File: src/inc/solenoid_pkg.sv
// shared types and constants of the two-channel solenoid boost mode logic
package solenoid_pkg;

  // ==========================================================
  // clock and timing
  localparam int CLK_HZ = 100_000_000;           // mclk rate
  localparam int CYC_PER_US = CLK_HZ / 1_000_000; // cycles per microsecond
  localparam int MS_TIME_US = 1000;              // one millisecond, in us
  localparam int MS_CYCLES_DFLT = MS_TIME_US * CYC_PER_US;
  localparam int FILT_TIME_US = 1000;            // input filter settle time, in us
  localparam int FILT_CYCLES_DFLT = FILT_TIME_US * CYC_PER_US;
  localparam int TMR_W = 22;                     // holds 20 ms of cycles
  localparam int FILT_W = 18;                    // holds the filter count

  // ==========================================================
  // pulse lengths in milliseconds
  localparam logic [4:0] PULSE_1MS = 5'h01;
  localparam logic [4:0] PULSE_2MS = 5'h02;
  localparam logic [4:0] PULSE_5MS = 5'h05;
  localparam logic [4:0] PULSE_10MS = 5'h0A;

  // ==========================================================
  // selector fields
  localparam int SEL_FILT_BIT = 3;               // high selector bit: filter on
  localparam int SEL_MODE_W = 3;                 // low selector bits: mode

  // ==========================================================
  // reset values
  localparam logic RST_LATCH = 1'b0;             // latch starts reset
  localparam logic [1:0] RST_COIL = 2'h0;        // coils off
  localparam logic [1:0] RST_BOOST = 2'h0;       // no boost

  // ==========================================================
  // types
  typedef enum logic [2:0] {
    MODE_DIRECT, MODE_GATED, MODE_CHANGE, MODE_LATCH, MODE_TIMED
  } mode_t;

  typedef enum logic [0:0] {CO_IDLE, CO_PAUSE} change_t;

  typedef struct packed {
    logic in4;
    logic in3;
    logic in2;
    logic in1;
  } ctl_in_t;

  typedef struct packed {
    logic [1:0] boost;   // overexcitation pulse per coil
    logic [1:0] coil;    // coil drive, bit 0 is output 1
  } drive_t;

endpackage : solenoid_pkg

File: src/hw/solenoid_modes.sv
// mode logic, input filtering and boost timing of the two-channel solenoid driver
`timescale 1ns/1ps
`default_nettype none

module solenoid_modes #(
  parameter int MS_CYCLES = solenoid_pkg::MS_CYCLES_DFLT,   // cycles per ms
  parameter int FILT_CYCLES = solenoid_pkg::FILT_CYCLES_DFLT // filter settle
) (
  input wire logic mclk,                          // system clock
  input wire logic rstn,                          // async reset, active low
  input wire logic [3:0] selector,                // rotary code switch
  input wire solenoid_pkg::ctl_in_t ctl_in,       // control inputs, high = one
  output var solenoid_pkg::drive_t drive          // coils and boost pulses
);
  import solenoid_pkg::*;

  // ==========================================================
  // decode functions
  // both are used by the mode logic and the pulse timer, so the
  // decode lives in one place and cannot drift between the two

  // mode from the low selector bits
  // positions 4 to 7 all fold onto the latched pulse mode
  function automatic mode_t decode_mode(input logic [2:0] s);
    mode_t m;
    m = MODE_TIMED;
    case (s)
      3'h0: m = MODE_DIRECT;
      3'h1: m = MODE_GATED;
      3'h2: m = MODE_CHANGE;
      3'h3: m = MODE_LATCH;
      default: m = MODE_TIMED;
    endcase
    return m;
  endfunction : decode_mode

  // pulse length in ms for the active mode
  // mode 2 reads input 4 only, as input 3 is its enable there
  function automatic logic [4:0] pulse_ms(input mode_t m, input logic [2:0] s,
                                          input ctl_in_t c);
    logic [4:0] p;
    p = PULSE_1MS;
    case (m)
      MODE_GATED: p = c.in4 ? PULSE_5MS : PULSE_2MS;
      MODE_TIMED: begin
        // mode 5 takes its length from the selector
        case (s[1:0])
          2'h0: p = PULSE_1MS;
          2'h1: p = PULSE_2MS;
          2'h2: p = PULSE_5MS;
          default: p = PULSE_10MS;
        endcase
      end
      default: begin
        case ({c.in4, c.in3})
          2'h0: p = PULSE_1MS;
          2'h1: p = PULSE_2MS;
          2'h2: p = PULSE_5MS;
          default: p = PULSE_10MS;
        endcase
      end
    endcase
    return p;
  endfunction : pulse_ms

  // ==========================================================
  // selector synchroniser
  logic [3:0] sel_meta; // first stage, read only by sel_sync
  logic [3:0] sel_sync; // settled selector
  logic [3:0] next_sel_meta;
  logic [3:0] next_sel_sync;

  // the switch can move at any time; two stages keep it clean
  // limitation: the selector is not debounced, so turning the switch
  // while coils are driven may pass through neighbouring modes briefly
  always_comb begin
    next_sel_meta = selector;
    next_sel_sync = sel_meta;
  end

  always_ff @(posedge mclk or negedge rstn) begin
    if (!rstn) begin
      sel_meta <= 4'h0;
      sel_sync <= 4'h0;
    end else begin
      sel_meta <= next_sel_meta;
      sel_sync <= next_sel_sync;
    end
  end

  logic filt_en; // filtering requested by selector bit 3
  mode_t mode;   // active switching mode
  assign filt_en = sel_sync[SEL_FILT_BIT];
  assign mode = decode_mode(sel_sync[SEL_MODE_W-1:0]);

  // ==========================================================
  // input synchroniser and interference filter, one per input
  // each input has its own counter, so a noisy line cannot hold back
  // a clean one
  logic [3:0] in_filt; // inputs as the mode logic sees them

  for (genvar i = 0; i < 4; i++) begin : g_in
    logic meta;                // first stage, read only by sync
    logic sync;                // synchronised input
    logic filt;                // accepted level
    logic [FILT_W-1:0] cnt;    // cycles the new level has held
    logic next_meta;
    logic next_sync;
    logic next_filt;
    logic [FILT_W-1:0] next_cnt;

    // a change must hold for the whole filter time to be taken;
    // a relay bounce restarts the count, which is the intended cost
    // with filtering off the counter is held at zero, so turning the
    // filter on later never inherits a stale count
    always_comb begin
      next_meta = ctl_in[i];
      next_sync = meta;
      next_filt = filt;
      next_cnt = '0;
      if (!filt_en) begin
        next_filt = sync;
      end else if (sync != filt) begin
        if (cnt == FILT_W'(FILT_CYCLES - 1)) begin
          next_filt = sync;
        end else begin
          next_cnt = cnt + 1'b1;
        end
      end
    end

    always_ff @(posedge mclk or negedge rstn) begin
      if (!rstn) begin
        meta <= 1'b0;
        sync <= 1'b0;
        filt <= 1'b0;
        cnt <= '0;
      end else begin
        meta <= next_meta;
        sync <= next_sync;
        filt <= next_filt;
        cnt <= next_cnt;
      end
    end

    assign in_filt[i] = filt;
  end

  ctl_in_t in_c;       // filtered inputs as a struct
  logic [4:0] p_ms;    // selected pulse length
  logic [TMR_W-1:0] p_cyc; // selected pulse length in cycles
  assign in_c = ctl_in_t'(in_filt);
  assign p_ms = pulse_ms(mode, sel_sync[SEL_MODE_W-1:0], in_c);
  // the product is cut to the timer width on purpose: TMR_W leaves room
  // for twice the longest pulse, which the doubled pause needs
  assign p_cyc = TMR_W'(int'(p_ms) * MS_CYCLES);

  // ==========================================================
  // mode logic: coil levels, latch and changeover sequencer
  logic [1:0] coil;        // coil drive register
  logic latch;             // mode 4 set/reset memory
  change_t co_state;       // changeover sequencer
  logic [TMR_W-1:0] pause; // remaining pause cycles
  logic [1:0] next_coil;
  logic next_latch;
  change_t next_co_state;
  logic [TMR_W-1:0] next_pause;

  // in mode 3 one coil is released before the other is driven, so a
  // double coil never sees both windings at once there
  // leaving mode 3 drops a pause in progress; the latch of mode 4 is
  // written only in that mode and keeps its value across the others
  always_comb begin
    next_coil = coil;
    next_latch = latch;
    next_co_state = CO_IDLE;
    next_pause = '0;
    case (mode)
      MODE_DIRECT: begin
        next_coil = {in_c.in2, in_c.in1};
      end
      MODE_GATED: begin
        // enable low forces both coils off
        next_coil = in_c.in3 ? {in_c.in2, in_c.in1} : 2'h0;
      end
      MODE_CHANGE: begin
        next_co_state = co_state;
        next_pause = pause;
        case (co_state)
          CO_IDLE: begin
            // steady state reached: nothing to do
            if (coil != {~in_c.in1, in_c.in1}) begin
              next_coil = 2'h0;
              // low input 2 doubles the pause
              next_pause = in_c.in2 ? p_cyc : TMR_W'({p_cyc, 1'b0});
              next_co_state = CO_PAUSE;
            end
          end
          CO_PAUSE: begin
            if (pause <= TMR_W'(1)) begin
              // drive the coil that the input asks for now
              next_coil = {~in_c.in1, in_c.in1};
              next_co_state = CO_IDLE;
              next_pause = '0;
            end else begin
              next_pause = pause - 1'b1;
            end
          end
          default: begin
            next_co_state = CO_IDLE;
          end
        endcase
      end
      MODE_LATCH: begin
        if (!in_c.in2) begin
          next_latch = 1'b0;
        end else if (in_c.in1) begin
          next_latch = 1'b1;
        end
        // with input 2 high and input 1 low the latch keeps its value
        next_coil = {~next_latch, next_latch};
      end
      default: begin
        // latched pulse mode is not built here: coils stay off
        next_coil = 2'h0;
      end
    endcase
  end

  always_ff @(posedge mclk or negedge rstn) begin
    if (!rstn) begin
      coil <= RST_COIL;
      latch <= RST_LATCH;
      co_state <= CO_IDLE;
      pause <= '0;
    end else begin
      coil <= next_coil;
      latch <= next_latch;
      co_state <= next_co_state;
      pause <= next_pause;
    end
  end

  // ==========================================================
  // boost pulse timer, one per coil
  logic [1:0] boost; // boost pulse registers

  for (genvar k = 0; k < 2; k++) begin : g_boost
    logic [TMR_W-1:0] tmr; // remaining boost cycles
    logic b;               // boost active
    logic [TMR_W-1:0] next_tmr;
    logic next_b;

    // the timer loads in the same cycle the coil turns on, so the pulse
    // starts with the coil; switching off cuts the pulse short
    // the length is taken at switch-on, so moving inputs 3 and 4 while
    // a pulse runs only affects the next one
    always_comb begin
      next_tmr = '0;
      if (next_coil[k] && !coil[k]) begin
        next_tmr = p_cyc;
      end else if (next_coil[k] && tmr != '0) begin
        next_tmr = tmr - 1'b1;
      end
      next_b = next_tmr != '0;
    end

    always_ff @(posedge mclk or negedge rstn) begin
      if (!rstn) begin
        tmr <= '0;
        b <= RST_BOOST[k];
      end else begin
        tmr <= next_tmr;
        b <= next_b;
      end
    end

    assign boost[k] = b;
  end

  // ==========================================================
  // outputs, both fields straight from registers
  // no logic sits between the registers and the pins, so the coil
  // drivers never see a combinational glitch
  assign drive.coil = coil;
  assign drive.boost = boost;

endmodule : solenoid_modes

`default_nettype wire

File: config.mk
export PLATFORM = sky130hd
export DESIGN_NAME = solenoid_modes
export DESIGN_NICKNAME = d
export VERILOG_FILES = /design/src/inc/solenoid_pkg.sv /design/src/hw/solenoid_modes.sv
export SDC_FILE = /design/constraint.sdc
export NUM_CORES = 1
export LEC_CHECK = 0
export BUFFER_PORTS_ARGS = -buffer_cell sky130_fd_sc_hd__buf_4
export CAP_MARGIN = 20
export CORE_ASPECT_RATIO = 1.5
export CORE_MARGIN = 2
export CORE_UTILIZATION = 50
export CTS_CLUSTER_DIAMETER = 60
export CTS_CLUSTER_SIZE = 30
export DETAILED_ROUTE_END_ITERATION = 10
export PLACE_DENSITY = 0.66
export SYNTH_ARGS = -nofsm -noshare
export SYNTH_HDL_FRONTEND = slang
export SYNTH_SLANG_ARGS = --single-unit
File: constraint.sdc
create_clock -name mclk -period 4.25 [get_ports mclk]
set_input_delay 0.85 -clock mclk [delete_from_list [all_inputs] [get_ports mclk]]
set_output_delay 0.85 -clock mclk [all_outputs]
set_load 0.005 [all_outputs]
; ---- Word level (Yosys, flattened, before mapping)
; Cells that the tools add are included.
[totals]
ff_bits = 164
inputBits = 10
[classes]
addsub = 7
n_mul = 1
order_cmp = 1
n_eq_ne = 29
mux = 50
n_reduce_logical = 18
bitwise = 3
[ops]
columns = cell, count
row1 = 2-to-1 mux 18 bit, 12
row2 = 2-to-1 mux 22 bit, 8
row3 = nonzero test 22 bit, 4
row4 = "adder 18 x 1 -> 18 bit, second input constant", 4
row5 = "== test 18 x 17 -> 1 bit, second input constant", 4
row6 = "subtractor 22 x 1 -> 22 bit, second input constant", 3
row7 = case mux 22 bit (2 select lines), 1
row8 = case mux 4 bit (3 select lines), 2
row9 = "less-or-equal comparator 22 x 1 -> 1 bit, second input constant", 1
row10 = 2-to-1 mux 1 bit, 18
row11 = "multiplier 5 x 12 -> 17 bit, second input constant", 1
row12 = "inequality test 2 x 1 -> 1 bit, second input constant", 8
row13 = "== test 3 x 2 -> 1 bit, second input constant", 4
row14 = case mux 3 bit (4 select lines), 1
row15 = case mux 2 bit (4 select lines), 1
row16 = case mux 4 bit (2 select lines), 1
row17 = AND reduction 2 bit, 4
row18 = "== test 3 x 1 -> 1 bit, second input constant", 2
row19 = logical NOT 3 bit, 2
row20 = 2-to-1 mux 2 bit, 3
row21 = "== test 2 x 1 -> 1 bit, second input constant", 2
row22 = "== test 2 bit, second input constant", 2
row23 = logical AND 1 bit, 4
row24 = logical NOT 2 bit, 2
row25 = other kinds (9), 15

; ---- Logic depth before layout (Yosys ltp)
; Gate-level depths: netlist of the first run.
[logic_depth]
depth_word = 10
ltp_mapped = 16
mapped_depth_nobuf = 15

; ---- Least setup slack after synthesis of the first run
; No wires, ideal clock.
[synth_path]
path_type = register -> register
from = register sel_sync[1]
to = register g_boost[0].b
t_required_ps = 4119
t_arrival_ps = 3708
n_path_buf = 1
setup_slack_ps = 411
stages_incl_launch_ff = 17
path_cell_list = dfrtp_1 > clkbuf_1 > nand2b_1 > nand2_1 > nand2_1 > o21ai_0 > ha_1 > ha_1 > ha_1 > a21oi_1 > o22ai_1 > a31o_2 > a21oi_1 > xor2_1 > o22ai_1 > nor4b_1 > nand3b_1
[synth_via]
elab_chain_cells = 8
[synth_lines]
columns = item, line
row1 = from (decl), solenoid_modes.sv:69  ; logic [3:0] sel_sync;
row2 = from (signal assigned), solenoid_modes.sv:87  ; sel_sync <= next_sel_sync;
row3 = branches (longest 6 deep; another with multiplier 5 x 12 -> 17 bit), --
row4 = 2-to-1 mux 22 bit (*), solenoid_modes.sv:260  ; if (next_coil[k] && !coil[k]) begin
row5 = via g_boost[0].next_tmr[20], solenoid_modes.sv:251  ; logic [TMR_W-1:0] next_tmr;
row6 = nonzero test 22 bit (*), solenoid_modes.sv:265  ; next_b = next_tmr != '0;
row7 = via g_boost[0].next_b, solenoid_modes.sv:252  ; logic next_b;
row8 = to (signal assigned), solenoid_modes.sv:271  ; b <= RST_BOOST[k];
row9 = to (signal assigned), solenoid_modes.sv:274  ; b <= next_b;
row10 = to (decl), solenoid_modes.sv:250  ; logic b;
; Mark *: on every way through the listed nets, which the timed path passes.
; A chain may end at the register's enable or synchronous reset.

; ---- Final worst setup path of the first run
[layout_path]
from = register sel_sync[1]
to = register g_boost[1].b
[layout_via]
elab_chain_cells = 8
[layout_lines]
columns = item, line
row1 = branches (longest 6 deep; another with multiplier 5 x 12 -> 17 bit), --
row2 = 2-to-1 mux 22 bit (*), solenoid_modes.sv:260
row3 = via g_boost[1].next_tmr[18], solenoid_modes.sv:251
row4 = nonzero test 22 bit (*), solenoid_modes.sv:265
row5 = via g_boost[1].next_b, solenoid_modes.sv:252
row6 = to (signal assigned), solenoid_modes.sv:271
row7 = to (signal assigned), solenoid_modes.sv:274
row8 = to (decl), solenoid_modes.sv:250
; Marks and branches as above.

==> out/summary.txt, run 1 <==
EDFF count, synth - 0
Worst EP required - 4.55 ns
power after layout - 4.34 mW
RSZ-0062 raised after global routing - true
Die Ht - 168 µm
Final Max Slew Viols - 0
Synth Area in Simple Gates - 22.5%
hold_sp - g_in[0].meta
WHS Endpoint - g_in[0].sync
Synth area leaders - dfrtp_1, xor2_1, nor2_1
fin util - 55.6%
Buffers & Inverters on Critical Path - 0
Yosys top cell by area - dfrtp_1
# setup viols final - 0
PD cells - 439 nW/µm²
ratio of cells with drive above 1 in the final layout - 7.79%
top-area cell type share of the netlist area - 45.7%
GRT Util Overall - 22.2%
TritonCTS clock tree - built
sw frac - 33.0%
Avg Vias per Cell - 5.78
Multi-input gate area - 4600 µm²
Synth warnings - 0
global-route wire length before repair - 34200 µm
Die Width - 113 µm
most frequent cell after synthesis - dfrtp_1
worst hold path class - reg2reg
Via Count - 6963
Relative slew margins - 28.9%
Seq cells post-synth - 164
placed cell count - 1174
largest family of logic cells by synthesized area - simple AND/OR/NAND/NOR gates
total CTS buffers - 17
drt wl/cell - 16.8 µm
clk_lat worst skew - 0.43 ns
Detail Route Antenna Nets - 0
share of synthesized registers carrying an async set or reset - 100%
post-layout minimum cycle time - 3.96 ns
reg-to-reg critical path endpoint - g_boost[1].b
dominant synthesized flop cell - dfrtp_1
CP Cell Sequence - nand2b_1 > nand2_1 > nand2_1 > o21ai_0 > ha_1 > ha_1 > ha_1 > a21oi_1 > o221ai_1 > a31oi_1 > xor2_1 > o22ai_1 > nor4_1 > nand3b_1
post-synthesis net count - 1004
Post-Synth XOR/XNOR Area - 12.0%
most frequent CP cell - ha_1
Placeable Area - 17800 µm²
P_sw - 1.43 mW
DP Wirelength - 14100 µm
CTS H-tree lvls - 4
maximum root-to-sink buffer count - 2
ant diodes - 0
R2R cell count - 14
Max-Cap Viols - 0
Cells after Synth - 967
logic gate share of total power - 26.0%
CP Class - reg2reg
register area share after synthesis - 45.7%
Initial Utilization - 50.5%
clk_skew - 0.0106 ns
DR pass1 iterations - 5
largest net degree at the start of global routing - 84
Reg area - 4100 µm²
DRC viols - 0
synthesis-to-finish area growth - 10.2%
Leak - 4.38 nW
I/O pins - 14
Placer Congestion - 0.956
# clock sinks - 164
Post-synth top cells - dfrtp_1, nor2_1, nand3_1
Pint - 2.91 mW
Top delay family on crit path - compound AO/OA/AOI/OAI gates
VDD IR max - 0.341 mV
initial antenna violation count - 0
Iter 0 DRT Violations - 391
Row Count - 60
r2r startpoint - sel_sync[1]
post-CTS setup buffer count - 0
vias in the first global route - 6919
final hold violation count - 0
FMAX - 253 MHz
Worst path max stage delay - 0.45 ns
placed inst area - 9320 µm²
Slowest-stage cell, CP - dfrtp_1
Compound-Gate Fraction of Synth Area - 12.0%
clock power share - 34.4%
crit end category - flop
Netlist cell types - 69
Critical Path Source Type - flop
status - finished clean
grt ovf - 0
post-route non-filler standard cell count - 1205
IO Port Bufs - 13
synthesized area per cell - 9.29 µm²
adder-cell share of the synthesized area - 3.84%
hold path depth - 0
r2r setup slk - 0.29 ns
register share of total power - 39.6%
crit path DAT - 4.26 ns
fin area - 9890 µm²
synthesized area - 8980 µm²
Reg clk slew, reported paths - 0.07 ns
Final #Nets - 1013
mux share of post-synthesis cell area - 0.822%
Die Footprint - 19100 µm²
Final Cycle Share - 93.2%
Worst-Margin Slew - 1.06 ns
setup_tns - 0 ns
clk root buf - clkbuf_16
Max Fanout on Critical Path - 9
Routed WL - 20200 µm
filler cell count in the final layout - 1612
layout make-up:
cell class,count,area share (%)
repair buffers,29,2.36
flip-flops and latches,164,41.5
multi-input cells,733,46.5
clock buffers,17,4.30
clock inverters,14,1.45
well taps,217,2.74
inverters,31,1.18
how the worst max path moves through the flow:
stage	slack, ns	end	startpoint	cells after the start
4_1_cts	0.26	g_boost[1].b	sel_sync[1]	15
5_1_grt	-0.04	g_boost[1].b	sel_sync[1]	14
2_1_floorplan	0.41	g_boost[0].b	sel_sync[1]	16
3_5_place_dp	0.29	g_boost[1].b	sel_sync[1]	15
6_report	0.29	g_boost[1].b	sel_sync[1]	14
3_3_place_gp	0.41	g_boost[0].b	sel_sync[1]	15
power by group through the flow:
stage	sequential (mW)	clock, mW	combinational, mW
floorplan	1.71	0	0.810
global placement	1.74	0	1.11
detailed placement	1.75	0	1.11
CTS	1.72	1.53	1.13
global route	1.73	1.59	1.25
finish	1.72	1.49	1.13
layer usage:
layer / part of all wire, % / GRT usage (%) / vias up / routed length, µm
met2: 49 / 37.3 / 110 / 9950
met1: 45 / 28.7 / 3372 / 9040
li1: - / - / 3445 / -
met5: 0 / 0 / - / 0
met3: 3.0 / 3.60 / 36 / 605
met4: 3.1 / 8.91 / 0 / 625
timing repair:
item                                    CTS  global route
endpoints found under the setup margin    0             2
hold buffers                              0             0
resized for setup                         0             2
hold endpoints to repair                  0             0
stage by stage:
step	hold WS (ns)	setup slack [ns]
after global routing	0.364	-0.0367
after floorplan	0.331	0.411
after CTS	0.350	0.263
after global placement	0.334	0.412
after detailed placement	0.335	0.294
final	0.346	0.290
registers in the layout (all words and copies together), names as in the netlist:
signal / cells
co_state: 1
coil: 2
g_boost.b: 2
g_boost.tmr: 44
g_in.cnt: 72
g_in.filt: 4
g_in.meta: 4
g_in.sync: 4
latch: 1
next_sel_sync: 4
pause: 22
sel_sync: 4
cell usage in the layout, fill, tap and decap left out, types with 3 or more instances in the layout:
| cell | n |
|---|---|
| nand2_1 | 49 |
| a21oi_1 | 28 |
| xnor2_1 | 57 |
| nor3_1 | 18 |
| o31ai_1 | 7 |
| a22o_1 | 5 |
| a31oi_1 | 11 |
| nor2_1 | 151 |
| o22ai_1 | 36 |
| or4_1 | 8 |
| a211oi_1 | 4 |
| dfrtp_1 | 164 |
| o21ai_0 | 42 |
| buf_4 | 27 |
| mux2i_1 | 4 |
| mux2_2 | 3 |
| nor4_1 | 27 |
| nor3b_1 | 4 |
| and4_1 | 5 |
| ha_1 | 26 |
| xor2_1 | 65 |
| nor2b_1 | 4 |
| nand4_1 | 11 |
| nand3_1 | 71 |
| nand2b_1 | 8 |
| or3_1 | 11 |
| and3_1 | 18 |
| and2_1 | 5 |
| inv_1 | 30 |
| clkinvlp_4 | 5 |
| clkbuf_16 | 17 |
| inv_6 | 5 |
| nand3b_1 | 7 |
cell families after synthesis:
kind of cell | count (synthesis)
xor gates and xnor gates | 123
buffers and inverters | 70
AOI/OAI and AO/OA | 167
muxes | 7
and+or+nand+nor | 409
adders and majority gates | 27
DFF | 164
Note: power is estimated with default switching activity, not from simulation.
==> inputs of run 2 (changes only) <==
CORE_UTILIZATION = 63   (was 50)
PLACE_DENSITY = 0.8   (was 0.66)
==> run 2 against run 1 <==
Compared with the run above:
- clock power about the same
- count of clock-buffer cells in the layout is 2 higher
- global-route usage increased by 6.1 points
- combinational power is essentially flat
- cell count is 2.2% lower
- register-to-register slack worse by 0.07 ns
- critical endpoint unchanged
- largest power group unchanged
==> out/summary.txt, run 2 (synthesis results as in run 1) <==
status - finished clean
Iter 0 DRT Violations - 429 (+9.7%)
DRC viols - 0 (unchanged)
PD cells - 442 nW/µm² (+0.74%)
top flop regs - g_in.cnt: 72 flops, g_boost.tmr: 44 flops, pause: 22 flops
Via Count - 7267 (+4.4%)
Final Cycle Share - 94.8% (+1.7 points)
Die Footprint - 15200 µm² (-20%)
GRT Util Overall - 28.3% (+6.1 points)
post-CTS setup buffer count - 0 (unchanged)
Largest register FFs - 72 (unchanged)
Worst path max stage delay - 0.45 ns (about the same)
Critical Path Source Type - flop
DR pass1 iterations - 5 (unchanged)
commonest non-fill, non-tap cell in the layout - dfrtp_1
crit path DAT - 4.35 ns (+0.09 ns)
post-layout minimum cycle time - 4.03 ns (+0.0709 ns)
VDD IR max - 0.382 mV (+12%)
Placer Congestion - 0.941 (-1.6%)
maximum root-to-sink buffer count - 2 (unchanged)
CTS H-tree lvls - 4 (unchanged)
FMAX - 248 MHz (-1.8%)
worst hold path class - reg2reg
Top reg by flops - g_in.cnt
minimum setup slack after placement - 0.264 ns (-0.0299 ns)
ratio of cells with drive above 1 in the final layout - 7.70% (-0.093 points)
Worst-Margin Slew - 0.910 ns (-0.154 ns)
Max-Cap Viols - 0 (unchanged)
ant diodes - 0 (unchanged)
Worst EP required - 4.57 ns (+0.02 ns)
Buffers & Inverters on Critical Path - 0 (unchanged)
TritonCTS clock tree - built
I/O pins - 14 (unchanged)
Slowest-stage cell, CP - dfrtp_1
CP Cell Sequence - nand2b_1 > nand2_1 > nand2_1 > o21ai_0 > ha_1 > ha_1 > ha_1 > a21oi_1 > o221ai_1 > a31oi_1 > xor2_1 > o22ai_1 > nor4_1 > nand3b_1
Detail Route Antenna Nets - 0 (unchanged)
vias in the first global route - 7057 (+2.0%)
Avg Vias per Cell - 6.16 (+6.7%)
Routed WL - 20300 µm (+0.56%)
DP Wirelength - 14000 µm (-0.28%)
Placeable Area - 14000 µm² (-21%)
Final Max Slew Viols - 0 (unchanged)
drt wl/cell - 17.2 µm (+2.8%)
Die Ht - 150 µm (-11%)
largest net degree at the start of global routing - 89 (+6.0%)
Row Count - 53 (-12%)
commonest non-fill, non-tap cells in the layout - dfrtp_1, nor2_1, nand3_1
Initial Utilization - 64.2% (+14 points)
Die Width - 101 µm (-11%)
Leak - 4.38 nW (+0.11%)
synthesis-to-finish area growth - 9.78%
crit end category - flop
clk_skew - 0.0101 ns (-0.000525 ns)
grt ovf - 0 (unchanged)
filler cell count in the final layout - 1066 (-34%)
Reg clk slew, reported paths - 0.07 ns (about the same)
clk root buf - clkbuf_16
global-route wire length before repair - 33800 µm (-1.4%)
Max Fanout on Critical Path - 9 (unchanged)
CP Class - reg2reg
initial antenna violation count - 0 (unchanged)
Relative slew margins - 39.3% (+10 points)
clk_lat worst skew - 0.44 ns (about the same)
WHS - 0.350 ns (+0.00449 ns)
IO Port Bufs - 13 (unchanged)
Top delay family on crit path - compound AO/OA/AOI/OAI gates
total CTS buffers - 17 (unchanged)
# setup viols final - 0 (unchanged)
setup ws final - 0.219 ns (-0.0709 ns)
most frequent CP cell - ha_1
final hold violation count - 0 (unchanged)
# clock sinks - 164 (unchanged)
Final #Nets - 1011 (-0.20%)
run 2: area by class of cell:
| class | count | area [µm²] | area share, % |
|---|---|---|---|
| clock buffer | 19 | 443 | 4.49 |
| clock inverter | 13 | 136 | 1.38 |
| inverter | 31 | 116 | 1.18 |
| multi-input combinational | 733 | 4600 | 46.7 |
| sequential | 164 | 4100 | 41.6 |
| tap | 192 | 240 | 2.44 |
| timing repair buffer | 27 | 219 | 2.22 |
run 2: power breakdown:
part,switching [mW],total (mW),internal [mW]
clock network,0.680,1.52,0.843
logic,0.672,1.12,0.448
registers,0.0880,1.72,1.63
run 2: metal layers:
metal | part of all wire, % | global-route usage, % | vias to the layer above
met3 | 4.7 | 5.57 | 52
met5 | 0 | 0 | -
met1 | 41 | 36.1 | 3538
li1 | - | - | 3442
met4 | 3.7 | 13.3 | 0
met2 | 50 | 46.4 | 235
run 2: stage by stage:
stage / TNS [ns] / cells / util, % / power (mW) / area [µm²]
floorplan: 0 / 967 / - / 2.52 / 8980
global placement: 0 / 1147 / 66.3 / 2.82 / 9270
detailed placement: 0 / 1147 / 66.3 / 2.83 / 9270
CTS: 0 / 1179 / 70.4 / 4.36 / 9850
global route: -0.00627 / 1179 / 70.5 / 4.55 / 9860
finish: 0 / 1179 / 70.5 / 4.36 / 9860
run 2: timing repair:
action / in CTS / in global routing
endpoints found under the setup margin: 0 / 2
hold buffers: 0 / 0
gates resized for setup: 0 / 2
run 2: path summary, 6_finish.rpt:
| kind | depth (start not counted) | slack, ns | end | startpoint |
|---|---|---|---|---|
| setup / recovery | 14 | 0.22 | g_boost[1].b | sel_sync[1] |
| hold / removal | 0 | 0.35 | g_in[1].sync | g_in[1].meta |
| setup reg to reg | 14 | 0.22 | g_boost[1].b | sel_sync[1] |
| hold reg to reg | 0 | 0.35 | g_in[1].sync | g_in[1].meta |
| max in group asynchronous | 2 | 2.93 | g_in[2].cnt[2] | rstn |
| min in group asynchronous | 1 | 0.45 | g_boost[1].tmr[13] | rstn |
run 2: worst register-to-register path: stages, from the launching register on:
cell and delay [ns]:
dfrtp_1 0.45, nand2b_1 0.21, nand2_1 0.08, nand2_1 0.05, o21ai_0 0.26, ha_1 0.29
ha_1 0.39, ha_1 0.42, a21oi_1 0.21, o221ai_1 0.21, a31oi_1 0.39, xor2_1 0.34
o22ai_1 0.15, nor4_1 0.35, nand3b_1 0.11
